**config.mk**
```make
export PLATFORM = sky130hd
export DESIGN_NAME = crt_ctrl
export DESIGN_NICKNAME = d
export VERILOG_FILES = /design/src/pkg/crt_pkg.sv /design/src/design/crt_sync.sv /design/src/design/crt_wait_ctr.sv /design/src/design/crt_ctrl.sv
export SDC_FILE = /design/constraint.sdc
export NUM_CORES = 1
export LEC_CHECK = 0
export BUFFER_PORTS_ARGS = -buffer_cell sky130_fd_sc_hd__buf_2
export CORE_UTILIZATION = 40
export CTS_BUF_LIST = sky130_fd_sc_hd__clkbuf_8
export CTS_CLUSTER_SIZE = 25
export DETAILED_ROUTE_END_ITERATION = 7
export GPL_ROUTABILITY_DRIVEN = 1
export PLACE_DENSITY_LB_ADDON = 0.08
export SYNTH_ARGS = -nofsm -noshare
export SYNTH_HDL_FRONTEND = slang
export SYNTH_SLANG_ARGS = --single-unit
```
**constraint.sdc**
```tcl
create_clock -name ref_clk_in -period 3.3 [get_ports ref_clk_in]
set_input_delay 0.165 -clock ref_clk_in [delete_from_list [all_inputs] [get_ports ref_clk_in]]
set_output_delay 0.165 -clock ref_clk_in [all_outputs]
set_load 0.02 [all_outputs]
```
**src/pkg/crt_pkg.sv**
```systemverilog
/*
 * Constants, register map and state codes of the clock, reset and
 * output 3-state controller.
 * Assumes a single 10 MHz clock and a classic Wishbone master.
 */

package crt_pkg;

    // ----------------------------------------------------------------
    // Widths and timing
    // ----------------------------------------------------------------
    localparam int          PC_W_DEF       = 24;
    localparam int          REG_W          = 16;
    localparam int          DAT_W          = 32;
    localparam int          ADR_W          = 6;
    localparam int          CLK_PERIOD_NS  = 100;

    // ----------------------------------------------------------------
    // Register byte addresses
    // ----------------------------------------------------------------
    localparam logic [5:0]  ADR_STATUS     = 6'h00;
    localparam logic [5:0]  ADR_PC         = 6'h04;
    localparam logic [5:0]  ADR_SAVED      = 6'h08;
    localparam logic [5:0]  ADR_SIO_CFG    = 6'h0C;
    localparam logic [5:0]  ADR_ERR_STAT   = 6'h10;
    localparam logic [5:0]  ADR_ERR_MASK   = 6'h14;
    localparam logic [5:0]  ADR_PAR_CTRL   = 6'h18;
    localparam logic [5:0]  ADR_WAIT_CTRL  = 6'h1C;
    localparam logic [5:0]  ADR_COND_FLAGS = 6'h20;
    localparam logic [5:0]  ADR_FLOAT_CTRL = 6'h24;

    // ----------------------------------------------------------------
    // Values loaded by the reset sequence
    // ----------------------------------------------------------------
    localparam logic [15:0] ERR_MASK_ALL   = 16'hFFFF;
    localparam logic [15:0] PAR_CTRL_INIT  = 16'h0001;
    localparam logic [15:0] WAIT_CTRL_INIT = 16'h0002;
    localparam logic [15:0] REG_CLEAR      = 16'h0000;

    // ----------------------------------------------------------------
    // Status register fields
    // ----------------------------------------------------------------
    localparam int          STAT_STATE_LSB = 0;
    localparam int          STAT_TRI_BIT   = 2;
    localparam int          STAT_RUN_BIT   = 3;

    // ----------------------------------------------------------------
    // Run/halt states
    // ----------------------------------------------------------------
    typedef enum logic [1:0] {
        ST_HALT = 2'b00,
        ST_SAVE = 2'b01,
        ST_INIT = 2'b10,
        ST_RUN  = 2'b11
    } crt_state_e;

endpackage

```
**src/design/crt_sync.sv**
```systemverilog
/*
 * Two-flop synchroniser for a vector of pin inputs.
 * Assumes each bit is an independent level from outside the clock domain.
 */
`timescale 1ns/1ps
`default_nettype none

module crt_sync #(
    parameter int               WIDTH   = 1,
    parameter logic [WIDTH-1:0] RST_VAL = '0
) (
    // Clock and reset
    input  wire logic             ref_clk_in,
    input  wire logic             rst_n_in,
    // Data
    input  wire logic [WIDTH-1:0] async_in,
    output logic      [WIDTH-1:0] sync_out
);

    if (WIDTH < 1)
    begin : g_bad_width
        $error("WIDTH must be at least 1");
    end

    logic [WIDTH-1:0] meta_ff;
    logic [WIDTH-1:0] nxt_meta;
    logic [WIDTH-1:0] nxt_sync;

    always_comb
    begin
        nxt_meta = rst_n_in ? async_in : RST_VAL;
        nxt_sync = rst_n_in ? meta_ff : RST_VAL;
    end

    always_ff @(posedge ref_clk_in)
    begin
        meta_ff  <= nxt_meta;
        sync_out <= nxt_sync;
    end

endmodule

`default_nettype wire

```
**src/design/crt_wait_ctr.sv**
```systemverilog
/*
 * Fetch pacing counter: counts wait states, then waits for ready.
 * Assumes ready_n_in is already synchronised; clr_in restarts the count.
 */
`timescale 1ns/1ps
`default_nettype none

module crt_wait_ctr #(
    parameter int CNT_W = 16
) (
    // Clock and reset
    input  wire logic             ref_clk_in,
    input  wire logic             rst_n_in,
    // Control
    input  wire logic             clr_in,
    input  wire logic [CNT_W-1:0] waits_in,
    input  wire logic             ready_n_in,
    output logic                  done_out
);

    if (CNT_W < 1)
    begin : g_bad_cnt_w
        $error("CNT_W must be at least 1");
    end

    logic [CNT_W-1:0] cnt_ff;
    logic [CNT_W-1:0] nxt_cnt;
    logic             reached;

    always_comb
    begin
        reached  = (cnt_ff >= waits_in);
        // Extra waits come only from a late ready
        done_out = reached && !ready_n_in && !clr_in;
        nxt_cnt  = cnt_ff;
        if (!rst_n_in || clr_in || done_out)
        begin
            nxt_cnt = '0;
        end
        else if (!reached)
        begin
            nxt_cnt = cnt_ff + CNT_W'(1);
        end
    end

    always_ff @(posedge ref_clk_in)
    begin
        cnt_ff <= nxt_cnt;
    end

endmodule

`default_nettype wire

```
**src/design/crt_ctrl.sv**
```systemverilog
/*
 * Clock buffering, run/halt reset sequencing and global output
 * 3-state control, with its state registers on a Wishbone slave.
 * Assumes the master clock is much slower than ref_clk_in, and that
 * the board ties a pull-up on the 3-state pin outside this logic.
 */
`timescale 1ns/1ps
`default_nettype none

module crt_ctrl #(
    parameter int PC_W = crt_pkg::PC_W_DEF
) (
    // Clock and reset
    input  wire logic                      ref_clk_in,
    input  wire logic                      rst_n_in,
    // Wishbone slave
    input  wire logic                      wb_cyc_in,
    input  wire logic                      wb_stb_in,
    input  wire logic                      wb_we_in,
    input  wire logic [crt_pkg::ADR_W-1:0] wb_adr_in,
    input  wire logic [3:0]                wb_sel_in,
    input  wire logic [crt_pkg::DAT_W-1:0] wb_dat_in,
    output logic                           wb_ack_out,
    output logic      [crt_pkg::DAT_W-1:0] wb_dat_out,
    // Device pins
    input  wire logic                      master_clock_in,
    input  wire logic                      halt_reset_n_in,
    input  wire logic                      tristate_all_n_in,
    input  wire logic                      sync_ready_n_in,
    output logic                           buffered_clock_out,
    output logic                           buffered_clock_oe_n_out,
    // Instruction fetch
    output logic      [PC_W-1:0]           fetch_addr_out,
    output logic                           fetch_strobe_out,
    output logic                           fetch_oe_n_out,
    output logic                           halted_out
);

    // ----------------------------------------------------------------
    // Parameter check
    // ----------------------------------------------------------------
    if (PC_W < 2 || PC_W > crt_pkg::DAT_W)
    begin : g_bad_pc_w
        $error("PC_W must lie between 2 and the bus width");
    end

    localparam int RW = crt_pkg::REG_W;

    // ----------------------------------------------------------------
    // Pin synchronisers
    // ----------------------------------------------------------------
    logic [3:0] pins_sync;
    logic       mclk_s;
    logic       halt_n_s;
    logic       tri_n_s;
    logic       rdy_n_s;

    // 3-state and ready idle inactive; halt idles low, so no false rise
    crt_sync #(
        .WIDTH   (4),
        .RST_VAL (4'hC)
    ) u_sync (
        .ref_clk_in (ref_clk_in),
        .rst_n_in   (rst_n_in),
        .async_in   ({sync_ready_n_in, tristate_all_n_in, halt_reset_n_in,
                      master_clock_in}),
        .sync_out   (pins_sync)
    );

    assign mclk_s   = pins_sync[0];
    assign halt_n_s = pins_sync[1];
    assign tri_n_s  = pins_sync[2];
    assign rdy_n_s  = pins_sync[3];

    // ----------------------------------------------------------------
    // State and registers
    // ----------------------------------------------------------------
    crt_pkg::crt_state_e state_ff;
    crt_pkg::crt_state_e nxt_state;
    logic                halt_prev_ff;
    logic                nxt_halt_prev;
    logic [PC_W-1:0]     pc_ff;
    logic [PC_W-1:0]     nxt_pc;
    logic [PC_W-1:0]     saved_ff;
    logic [PC_W-1:0]     nxt_saved;
    logic [RW-1:0]       sio_cfg_ff;
    logic [RW-1:0]       nxt_sio_cfg;
    logic [RW-1:0]       err_stat_ff;
    logic [RW-1:0]       nxt_err_stat;
    logic [RW-1:0]       err_mask_ff;
    logic [RW-1:0]       nxt_err_mask;
    logic [RW-1:0]       par_ctrl_ff;
    logic [RW-1:0]       nxt_par_ctrl;
    logic [RW-1:0]       wait_ctrl_ff;
    logic [RW-1:0]       nxt_wait_ctrl;
    logic [RW-1:0]       cond_ff;
    logic [RW-1:0]       nxt_cond;
    logic [RW-1:0]       fctrl_ff;
    logic [RW-1:0]       nxt_fctrl;

    // Bus side
    logic                       wr_go;
    logic [crt_pkg::DAT_W-1:0]  wr_val;
    logic [crt_pkg::DAT_W-1:0]  rd_val;
    logic                       nxt_ack;
    logic [crt_pkg::DAT_W-1:0]  nxt_rdat;

    // Fetch pacing
    logic                       fetch_done;
    logic                       run_clr;

    function automatic logic [crt_pkg::DAT_W-1:0] merge_lanes(
        input logic [crt_pkg::DAT_W-1:0] old_v,
        input logic [crt_pkg::DAT_W-1:0] new_v,
        input logic [3:0]                sel
    );
        logic [crt_pkg::DAT_W-1:0] res;
        res = old_v;
        for (int i = 0; i < 4; i++)
        begin
            if (sel[i])
            begin
                res[i*8 +: 8] = new_v[i*8 +: 8];
            end
        end
        return res;
    endfunction

    // ----------------------------------------------------------------
    // Wishbone decode
    // ----------------------------------------------------------------
    // Write lands at the edge where ack is sampled high
    assign wr_go = wb_cyc_in && wb_stb_in && wb_we_in && wb_ack_out;

    always_comb
    begin
        rd_val = '0;
        case (wb_adr_in)
            crt_pkg::ADR_STATUS:
            begin
                rd_val[crt_pkg::STAT_STATE_LSB +: 2] = state_ff;
                rd_val[crt_pkg::STAT_TRI_BIT]        = !tri_n_s;
                rd_val[crt_pkg::STAT_RUN_BIT]        = (state_ff == crt_pkg::ST_RUN);
            end
            crt_pkg::ADR_PC:         rd_val[PC_W-1:0] = pc_ff;
            crt_pkg::ADR_SAVED:      rd_val[PC_W-1:0] = saved_ff;
            crt_pkg::ADR_SIO_CFG:    rd_val[RW-1:0]   = sio_cfg_ff;
            crt_pkg::ADR_ERR_STAT:   rd_val[RW-1:0]   = err_stat_ff;
            crt_pkg::ADR_ERR_MASK:   rd_val[RW-1:0]   = err_mask_ff;
            crt_pkg::ADR_PAR_CTRL:   rd_val[RW-1:0]   = par_ctrl_ff;
            crt_pkg::ADR_WAIT_CTRL:  rd_val[RW-1:0]   = wait_ctrl_ff;
            crt_pkg::ADR_COND_FLAGS: rd_val[RW-1:0]   = cond_ff;
            crt_pkg::ADR_FLOAT_CTRL: rd_val[RW-1:0]   = fctrl_ff;
            default:                 rd_val           = '0;
        endcase
        // Unmapped addresses still ack, reading zero
        wr_val   = merge_lanes(rd_val, wb_dat_in, wb_sel_in);
        nxt_ack  = rst_n_in && wb_cyc_in && wb_stb_in && !wb_ack_out;
        nxt_rdat = rst_n_in ? rd_val : '0;
    end

    always_ff @(posedge ref_clk_in)
    begin
        wb_ack_out <= nxt_ack;
        wb_dat_out <= nxt_rdat;
    end

    // ----------------------------------------------------------------
    // Run/halt sequencer and processor registers
    // ----------------------------------------------------------------
    always_comb
    begin
        nxt_state     = state_ff;
        nxt_halt_prev = halt_n_s;
        nxt_pc        = pc_ff;
        nxt_saved     = saved_ff;
        nxt_sio_cfg   = sio_cfg_ff;
        nxt_err_stat  = err_stat_ff;
        nxt_err_mask  = err_mask_ff;
        nxt_par_ctrl  = par_ctrl_ff;
        nxt_wait_ctrl = wait_ctrl_ff;
        nxt_cond      = cond_ff;
        nxt_fctrl     = fctrl_ff;

        // Software writes first; the sequencer overrides below, except that a PC write wins over the RUN step
        if (wr_go)
        begin
            case (wb_adr_in)
                crt_pkg::ADR_PC:         nxt_pc        = wr_val[PC_W-1:0];
                crt_pkg::ADR_SAVED:      nxt_saved     = wr_val[PC_W-1:0];
                crt_pkg::ADR_SIO_CFG:    nxt_sio_cfg   = wr_val[RW-1:0];
                crt_pkg::ADR_ERR_STAT:   nxt_err_stat  = wr_val[RW-1:0];
                crt_pkg::ADR_ERR_MASK:   nxt_err_mask  = wr_val[RW-1:0];
                crt_pkg::ADR_PAR_CTRL:   nxt_par_ctrl  = wr_val[RW-1:0];
                crt_pkg::ADR_WAIT_CTRL:  nxt_wait_ctrl = wr_val[RW-1:0];
                crt_pkg::ADR_COND_FLAGS: nxt_cond      = wr_val[RW-1:0];
                crt_pkg::ADR_FLOAT_CTRL: nxt_fctrl     = wr_val[RW-1:0];
                default:                 nxt_pc        = pc_ff;
            endcase
        end

        case (state_ff)
            crt_pkg::ST_HALT:
            begin
                // Only a rising edge of the halt input starts the sequence
                if (halt_n_s && !halt_prev_ff)
                begin
                    nxt_state = crt_pkg::ST_SAVE;
                end
            end
            crt_pkg::ST_SAVE:
            begin
                nxt_saved = pc_ff;
                nxt_state = crt_pkg::ST_INIT;
            end
            crt_pkg::ST_INIT:
            begin
                // Condition flags and float control left alone
                nxt_pc        = '0;
                nxt_sio_cfg   = crt_pkg::REG_CLEAR;
                nxt_err_stat  = crt_pkg::REG_CLEAR;
                nxt_err_mask  = crt_pkg::ERR_MASK_ALL;
                nxt_par_ctrl  = crt_pkg::PAR_CTRL_INIT;
                nxt_wait_ctrl = crt_pkg::WAIT_CTRL_INIT;
                nxt_cond      = cond_ff;
                nxt_fctrl     = fctrl_ff;
                nxt_state     = crt_pkg::ST_RUN;
            end
            crt_pkg::ST_RUN:
            begin
                if (fetch_done && !(wr_go && wb_adr_in == crt_pkg::ADR_PC))
                begin
                    nxt_pc = pc_ff + PC_W'(1);
                end
            end
            default:
            begin
                nxt_state = crt_pkg::ST_HALT;
            end
        endcase

        // Low halt input wins over every state
        if (!halt_n_s)
        begin
            nxt_state = crt_pkg::ST_HALT;
        end

        if (!rst_n_in)
        begin
            nxt_state     = crt_pkg::ST_HALT;
            nxt_halt_prev = 1'b0;
            nxt_pc        = '0;
            nxt_saved     = '0;
            nxt_sio_cfg   = crt_pkg::REG_CLEAR;
            nxt_err_stat  = crt_pkg::REG_CLEAR;
            nxt_err_mask  = crt_pkg::ERR_MASK_ALL;
            nxt_par_ctrl  = crt_pkg::PAR_CTRL_INIT;
            nxt_wait_ctrl = crt_pkg::WAIT_CTRL_INIT;
            nxt_cond      = crt_pkg::REG_CLEAR;
            nxt_fctrl     = crt_pkg::REG_CLEAR;
        end
    end

    always_ff @(posedge ref_clk_in)
    begin
        state_ff     <= nxt_state;
        halt_prev_ff <= nxt_halt_prev;
        pc_ff        <= nxt_pc;
        saved_ff     <= nxt_saved;
        sio_cfg_ff   <= nxt_sio_cfg;
        err_stat_ff  <= nxt_err_stat;
        err_mask_ff  <= nxt_err_mask;
        par_ctrl_ff  <= nxt_par_ctrl;
        wait_ctrl_ff <= nxt_wait_ctrl;
        cond_ff      <= nxt_cond;
        fctrl_ff     <= nxt_fctrl;
    end

    // ----------------------------------------------------------------
    // Fetch pacing
    // ----------------------------------------------------------------
    assign run_clr = (state_ff != crt_pkg::ST_RUN) || !halt_n_s;

    crt_wait_ctr #(
        .CNT_W (RW)
    ) u_wait (
        .ref_clk_in (ref_clk_in),
        .rst_n_in   (rst_n_in),
        .clr_in     (run_clr),
        .waits_in   (wait_ctrl_ff),
        .ready_n_in (rdy_n_s),
        .done_out   (fetch_done)
    );

    // ----------------------------------------------------------------
    // Output pins
    // ----------------------------------------------------------------
    logic            nxt_clk_buf;
    logic            nxt_oe_n;
    logic [PC_W-1:0] nxt_faddr;
    logic            nxt_fstb;
    logic            nxt_halted;

    always_comb
    begin
        // Sampled copy: same frequency, up to three ref cycles late
        nxt_clk_buf = rst_n_in && mclk_s;
        nxt_oe_n    = !rst_n_in || !tri_n_s;
        nxt_faddr   = fetch_done ? pc_ff : fetch_addr_out;
        nxt_fstb    = rst_n_in && fetch_done && !run_clr;
        nxt_halted  = !rst_n_in || (state_ff != crt_pkg::ST_RUN);
        if (!rst_n_in)
        begin
            nxt_faddr = '0;
        end
    end

    always_ff @(posedge ref_clk_in)
    begin
        buffered_clock_out      <= nxt_clk_buf;
        buffered_clock_oe_n_out <= nxt_oe_n;
        fetch_oe_n_out          <= nxt_oe_n;
        fetch_addr_out          <= nxt_faddr;
        fetch_strobe_out        <= nxt_fstb;
        halted_out              <= nxt_halted;
    end

endmodule

`default_nettype wire

```
# Yosys cells after proc, flatten, opt, wreduce, memory -nomap -nowiden
# Cells that the tools add are included.
# totals
ramBits	0
ff_bits	248
rom_bits	0
output_inout_bits	62
in_bits	51
latchBits	0
mem_count	0
# classes
add_sub_neg	2
reduce_logical	43
n_bitwise	2
shift	0
n_eq_ne	14
n_lt_le_gt_ge	1
multipliers	0
muxes	15
n_div	0
# op_table
operator	n
24-bit 2-to-1 mux	6
12-bit one-hot mux with 9 select lines	1
24-bit one-hot mux with 2 select lines	1
4-bit one-hot mux with 10 select lines	1
24-bit by 1-bit adder with 24-bit output (second input constant)	1
6-bit by 5-bit == test with 1-bit output (second input constant)	4
8-bit 2-to-1 mux	3
16-bit by 1-bit adder with 16-bit output (second input constant)	1
16-bit greater-or-equal comparator	1
8-bit one-hot mux with 2 select lines	1
2-bit AND reduction	8
1-bit logical AND	14
6-bit by 4-bit == test with 1-bit output (second input constant)	2
6-bit == test (second input constant)	2
1-bit zero test	8
6-bit by 3-bit == test with 1-bit output (second input constant)	1
6-bit zero test	1
2-bit one-hot mux with 3 select lines	1
3-bit AND reduction	2
1-bit logical OR	5
2-bit == test (second input constant)	2
2-bit != test (second input constant)	2
2-bit nonzero test	2
3-bit nonzero test	1
other kinds (5)	6

# Logic depth before layout (Yosys ltp)
# logic_depth
word_depth	8
mapped_depth	11

# By module
# Synthesis repeated with hierarchy kept, for this count alone.
# unflattened
cells_unflattened	1404
hier_area_um2	11586.1
# by_module_without_submodules
mod	cells_each	seq_area_each_um2	area_per_inst_um2	n_inst
crt_ctrl	1240	4324.1	10080.9	1
crt_wait_ctr	148	320.3	1295.0	1
crt_sync	16	160.2	210.2	1

# Least setup slack after synthesis
# No wires, ideal clock.
# synth_path
path_type	reg2reg
start	reg wait_ctrl_ff[15]
end	reg pc_ff[21]
path_buffers	1
required_time_ns	3.159
path_stages_with_launch	11
setup_slack_ns	0.871
t_arrival_ns	2.288
period_less_slack_ns	2.429
path_cell_list	dfxtp_1 inv_1 ha_1 nand2_1 o21ai_2 nor2_1 a31oi_2 clkbuf_1 a31oi_1 o21ai_0 o311ai_0
# synth_between
elab_chain_len	6
# synth_rtl
item	line_no	text
from (decl)	crt_ctrl.sv:94	logic [RW-1:0] wait_ctrl_ff;
from (signal assigned)	crt_ctrl.sv:274	wait_ctrl_ff <= nxt_wait_ctrl;
16-bit greater-or-equal comparator	crt_wait_ctr.sv:32	reached = (cnt_ff >= waits_in);
1-bit logical AND (2 in series)	crt_wait_ctr.sv:34	done_out = reached && !ready_n_in && !clr_in;
1-bit logical AND	crt_ctrl.sv:231	if (fetch_done && !(wr_go && wb_adr_in == crt_pkg::ADR_PC))
24-bit 2-to-1 mux	crt_ctrl.sv:231	
24-bit one-hot mux with 2 select lines	crt_ctrl.sv:202	case (state_ff)
to (signal assigned)	crt_ctrl.sv:268	pc_ff <= nxt_pc;
to (decl)	crt_ctrl.sv:82	logic [PC_W-1:0] pc_ff;
# No other way between the ends.
# A chain may end at the register's enable or synchronous reset.

# Final worst setup path
# layout_path
start	reg wait_ctrl_ff[1]
end	reg pc_ff[14]
# Same word-level chain as after synthesis.

==> results by group <==
Synthesis
  • Post-synthesis cell area: 11,200 um2
  • Top FF cell, synth: dfxtp_1
  • Gate Count Post-Synth: 1,367
  • Synth area leaders: dfxtp_1 (43%), nand2_1 (9.6%), a21oi_1 (6.1%), mux2i_1 (4.1%), nor2_1 (3.7%)
  • Yosys top cell by area: dfxtp_1
  • Flops & latches, synth: 240
  • Asr flop ratio synth: 0%
  • Register area share after synthesis: 42.8%
  • Post-synth EDFFs: 0
  • YS warnings: 0
  • Post-synth top area share: 42.8%
  • Syn_area_per_cell: 8.21 um2
  • Post-synthesis cell type count: 76

Timing
  • Slew @ Worst Pin: 1.30 ns
  • Max-slew headroom: 11.4%
  • Final min period: 2.91 ns
  • Fmax: 0.343 GHz
  • Max-slew violations: 0
  • Setup WS post-layout: 0.387 ns
  • Final worst path period share: 88.3%
  • # setup viols final: 0
  • Fin Setup TNS: 0 ns
  • RSZ-0062 raised after global routing: no
  • Final hold vios: 0
  • Worst clock skew: 0.0219 ns

Critical path
  • Critical-path maximum fanout: 11
  • Worst path buffer plus inverter count: 1
  • CP delay by family, top: compound AO/OA/AOI/OAI gates
  • Critical path type: flop to flop
  • Crit-path slowest cell: o311ai_2
  • Worst Path Arrival: 3.36 ns
  • Worst setup EP type: flop
  • Critical Path Start Type: flop
  • Worst Path Required: 3.75 ns
  • CP Cell Sequence: inv_1 -> ha_1 -> nor2b_1 -> o211a_1 -> o311ai_2 -> a31o_2 -> nor2_1 -> a32o_1 -> a221o_1
  • Max stage delay on crit path: 0.48 ns

CTS
  • Worst-skew pair later-pin latency: 0.57 ns
  • Hold buffers post-CTS: 10
  • Resized Gates After CTS: 0
  • Clock slew at reported path FFs: 0.06 ns
  • Cts bufs inserted: 43
  • CTS tree: built
  • CTS max path bufs: 3
  • H-tree level count: 2
  • CTS sink count: 240
  • Root Driver: clkbuf_8
  • Number of post-CTS setup repair buffers: 0

Route
  • Routed WL: 37.6 mm
  • DR vias: 10.5k
  • Initial DRC Count: 908
  • Post-route ant nets: 0
  • Via-to-Cell Ratio: 5.55
  • WL per Instance: 19.9 um
  • Drt first pass iters: 7
  • DRC Markers: 0

Power
  • Sequential share of power: 50.1%
  • Switching power: 1450 uW
  • Static Leakage: 0.00489 uW
  • Int Pwr: 4370 uW
  • Worst VDD drop: 0.227 mV
  • Sw Share: 24.9%
  • P per Cell Area: 443 nW/um2
  • Clock Power Share: 44.9%
  • Comb pwr share: 5.1%

Flow run
  • Max Cap Viol: 0

Place
  • Placed cells: 1,806
  • Number of port buffers: 95
  • Worst slack at placement: 0.442 ns
  • GP Congestion: 0.871
  • Dpl hpwl: 25.8 mm

GRT
  • Global route hottest layer: met2
  • Largest net degree at the start of global routing: 83
  • Tot GR Track Use: 26.3%
  • Vias in the first global route: 9,767
  • Initial antenna violation count: 0
  • Met2 usage: 41.6%
  • GR Layer Usage met1: 35.7%
  • First-pass GRT wire length: 57.7 mm
  • GR Util met3: 4.41%
  • GRT Residual Overflow: 0

Floorplanning
  • I/O Pins: 113
  • Cell Rows: 60
  • Die footprint: 28,700 um2
  • Die X: 169 um
  • Initial Util: 41.2%
  • Die Ht: 169 um
  • Core area: 27,300 um2

Finish
  • Area growth syn-to-layout: 17.1%
  • Non-filler cells, final: 1,888
  • Nets: 1,564
  • Final Core Density: 48.2%
  • ANT cells: 0
  • Fraction of layout cells with a size suffix above 1: 17.3%
  • Fill cell count: 2,738
  • Reg area: 4800 um2
  • Multi-input combinational cell area: 5860 um2

Outcome
  • Outcome: complete, no violations

Hold path
  • Worst min-delay path category: input pin to flop
## cell usage after synthesis (all sizes together) (9+ instances only)
library cell	n
ha	24
o21ai	38
a21oi	139
mux2i	47
nand3	46
nand2	289
xnor2	17
a41oi	11
clkbuf	68
a222oi	9
mux2	9
buf	35
o211ai	10
a31oi	13
nor4	10
and2	17
inv	33
nor2b	9
nand4	16
a22oi	22
nor2	115
nor3	27
dfxtp	240
and3	15
nand2b	13
a22o	23
## worst paths after layout
check / depth (start not counted) / end / from / slack (ns)
hold / removal: 5 / err_stat_ff[11] / wb_dat_in[11] / 0.03
setup / recovery: 9 / pc_ff[14] / wait_ctrl_ff[1] / 0.39
hold reg to reg: 1 / u_sync.sync_out[3] / u_sync.meta_ff[3] / 0.40
setup reg to reg: 9 / pc_ff[14] / wait_ctrl_ff[1] / 0.39
## worst min-delay path, cell delays in order
cell     delay [ns]
buf_2          0.10
inv_1          0.08
a32oi_2        0.08
nand2_1        0.06
a21oi_1        0.05
## layout make-up
class | instances | area share [%]
clock inverters | 22 | 0.715
flip-flops and latches | 240 | 36.6
inverters | 33 | 0.943
clock buffers | 50 | 5.24
well taps | 372 | 3.54
multi-input cells | 998 | 44.6
repair buffers | 173 | 8.37
## power by group through the flow
stage	clock network [uW]	registers, uW	logic [uW]
2_1_floorplan	0	2980	162
3_3_place_gp	0	2980	283
3_5_place_dp	0	2980	283
4_1_cts	2660	2910	293
5_1_grt	2810	2910	314
6_report	2610	2910	294
## layout by cell type, fill, tap and decap left out, types with 11 or more instances in the layout
cell type	count
inv_1	50
nand2_1	288
ha_1	24
nand4_1	16
o21ai_0	35
dfxtp_1	240
nor3_1	23
a22oi_1	22
buf_4	67
a22o_1	20
and2_1	17
nand2b_1	12
xnor2_1	17
nor2_1	111
clkbuf_8	50
nand3_1	45
buf_2	95
a21oi_1	137
and3_1	15
mux2i_1	46
a31oi_1	11
## sequential cells by signal (all words and copies together) (netlist names)
register            flops
fetch_addr_out         24
pc_ff                  24
saved_ff               24
wb_dat_out             24
cond_ff                16
err_mask_ff            16
err_stat_ff            16
fctrl_ff               16
par_ctrl_ff            16
sio_cfg_ff             16
u_wait.cnt_ff          16
wait_ctrl_ff           16
u_sync.meta_ff          4
u_sync.sync_out         4
state_ff                2
buffered_clock_out      1
fetch_oe_n_out          1
fetch_strobe_out        1
halt_prev_ff            1
halted_out              1
wb_ack_out              1
## metrics by stage
| stage | instance area (um2) | hold WS (ns) | total power (uW) |
|---|---|---|---|
| after floorplan | 11200 | 0.266 | 3140 |
| after global placement | 12300 | 0.348 | 3260 |
| after detailed placement | 12300 | 0.351 | 3260 |
| after CTS | 13100 | 0.00968 | 5870 |
| after global routing | 13100 | 0.0363 | 6030 |
| final | 13100 | 0.0315 | 5820 |
## cell families after synthesis
group | share of synthesized area (%)
AOI/OAI and AO/OA | 19.1
xor gates and xnor gates | 1.48
adders and majority gates | 2.68
buffers and inverters | 5.39
DFF | 42.8
muxes | 5.13
other | 0.0334
and+or+nand+nor | 23.3
## metal layers
layer	up-vias	wire (um)	share of wire, %
met5	-	0	0
met4	0	1120	3.0
met3	76	2520	6.7
met2	430	16900	45
met1	4971	17100	45
li1	5007	-	-
(Power assumes the default switching activity.)
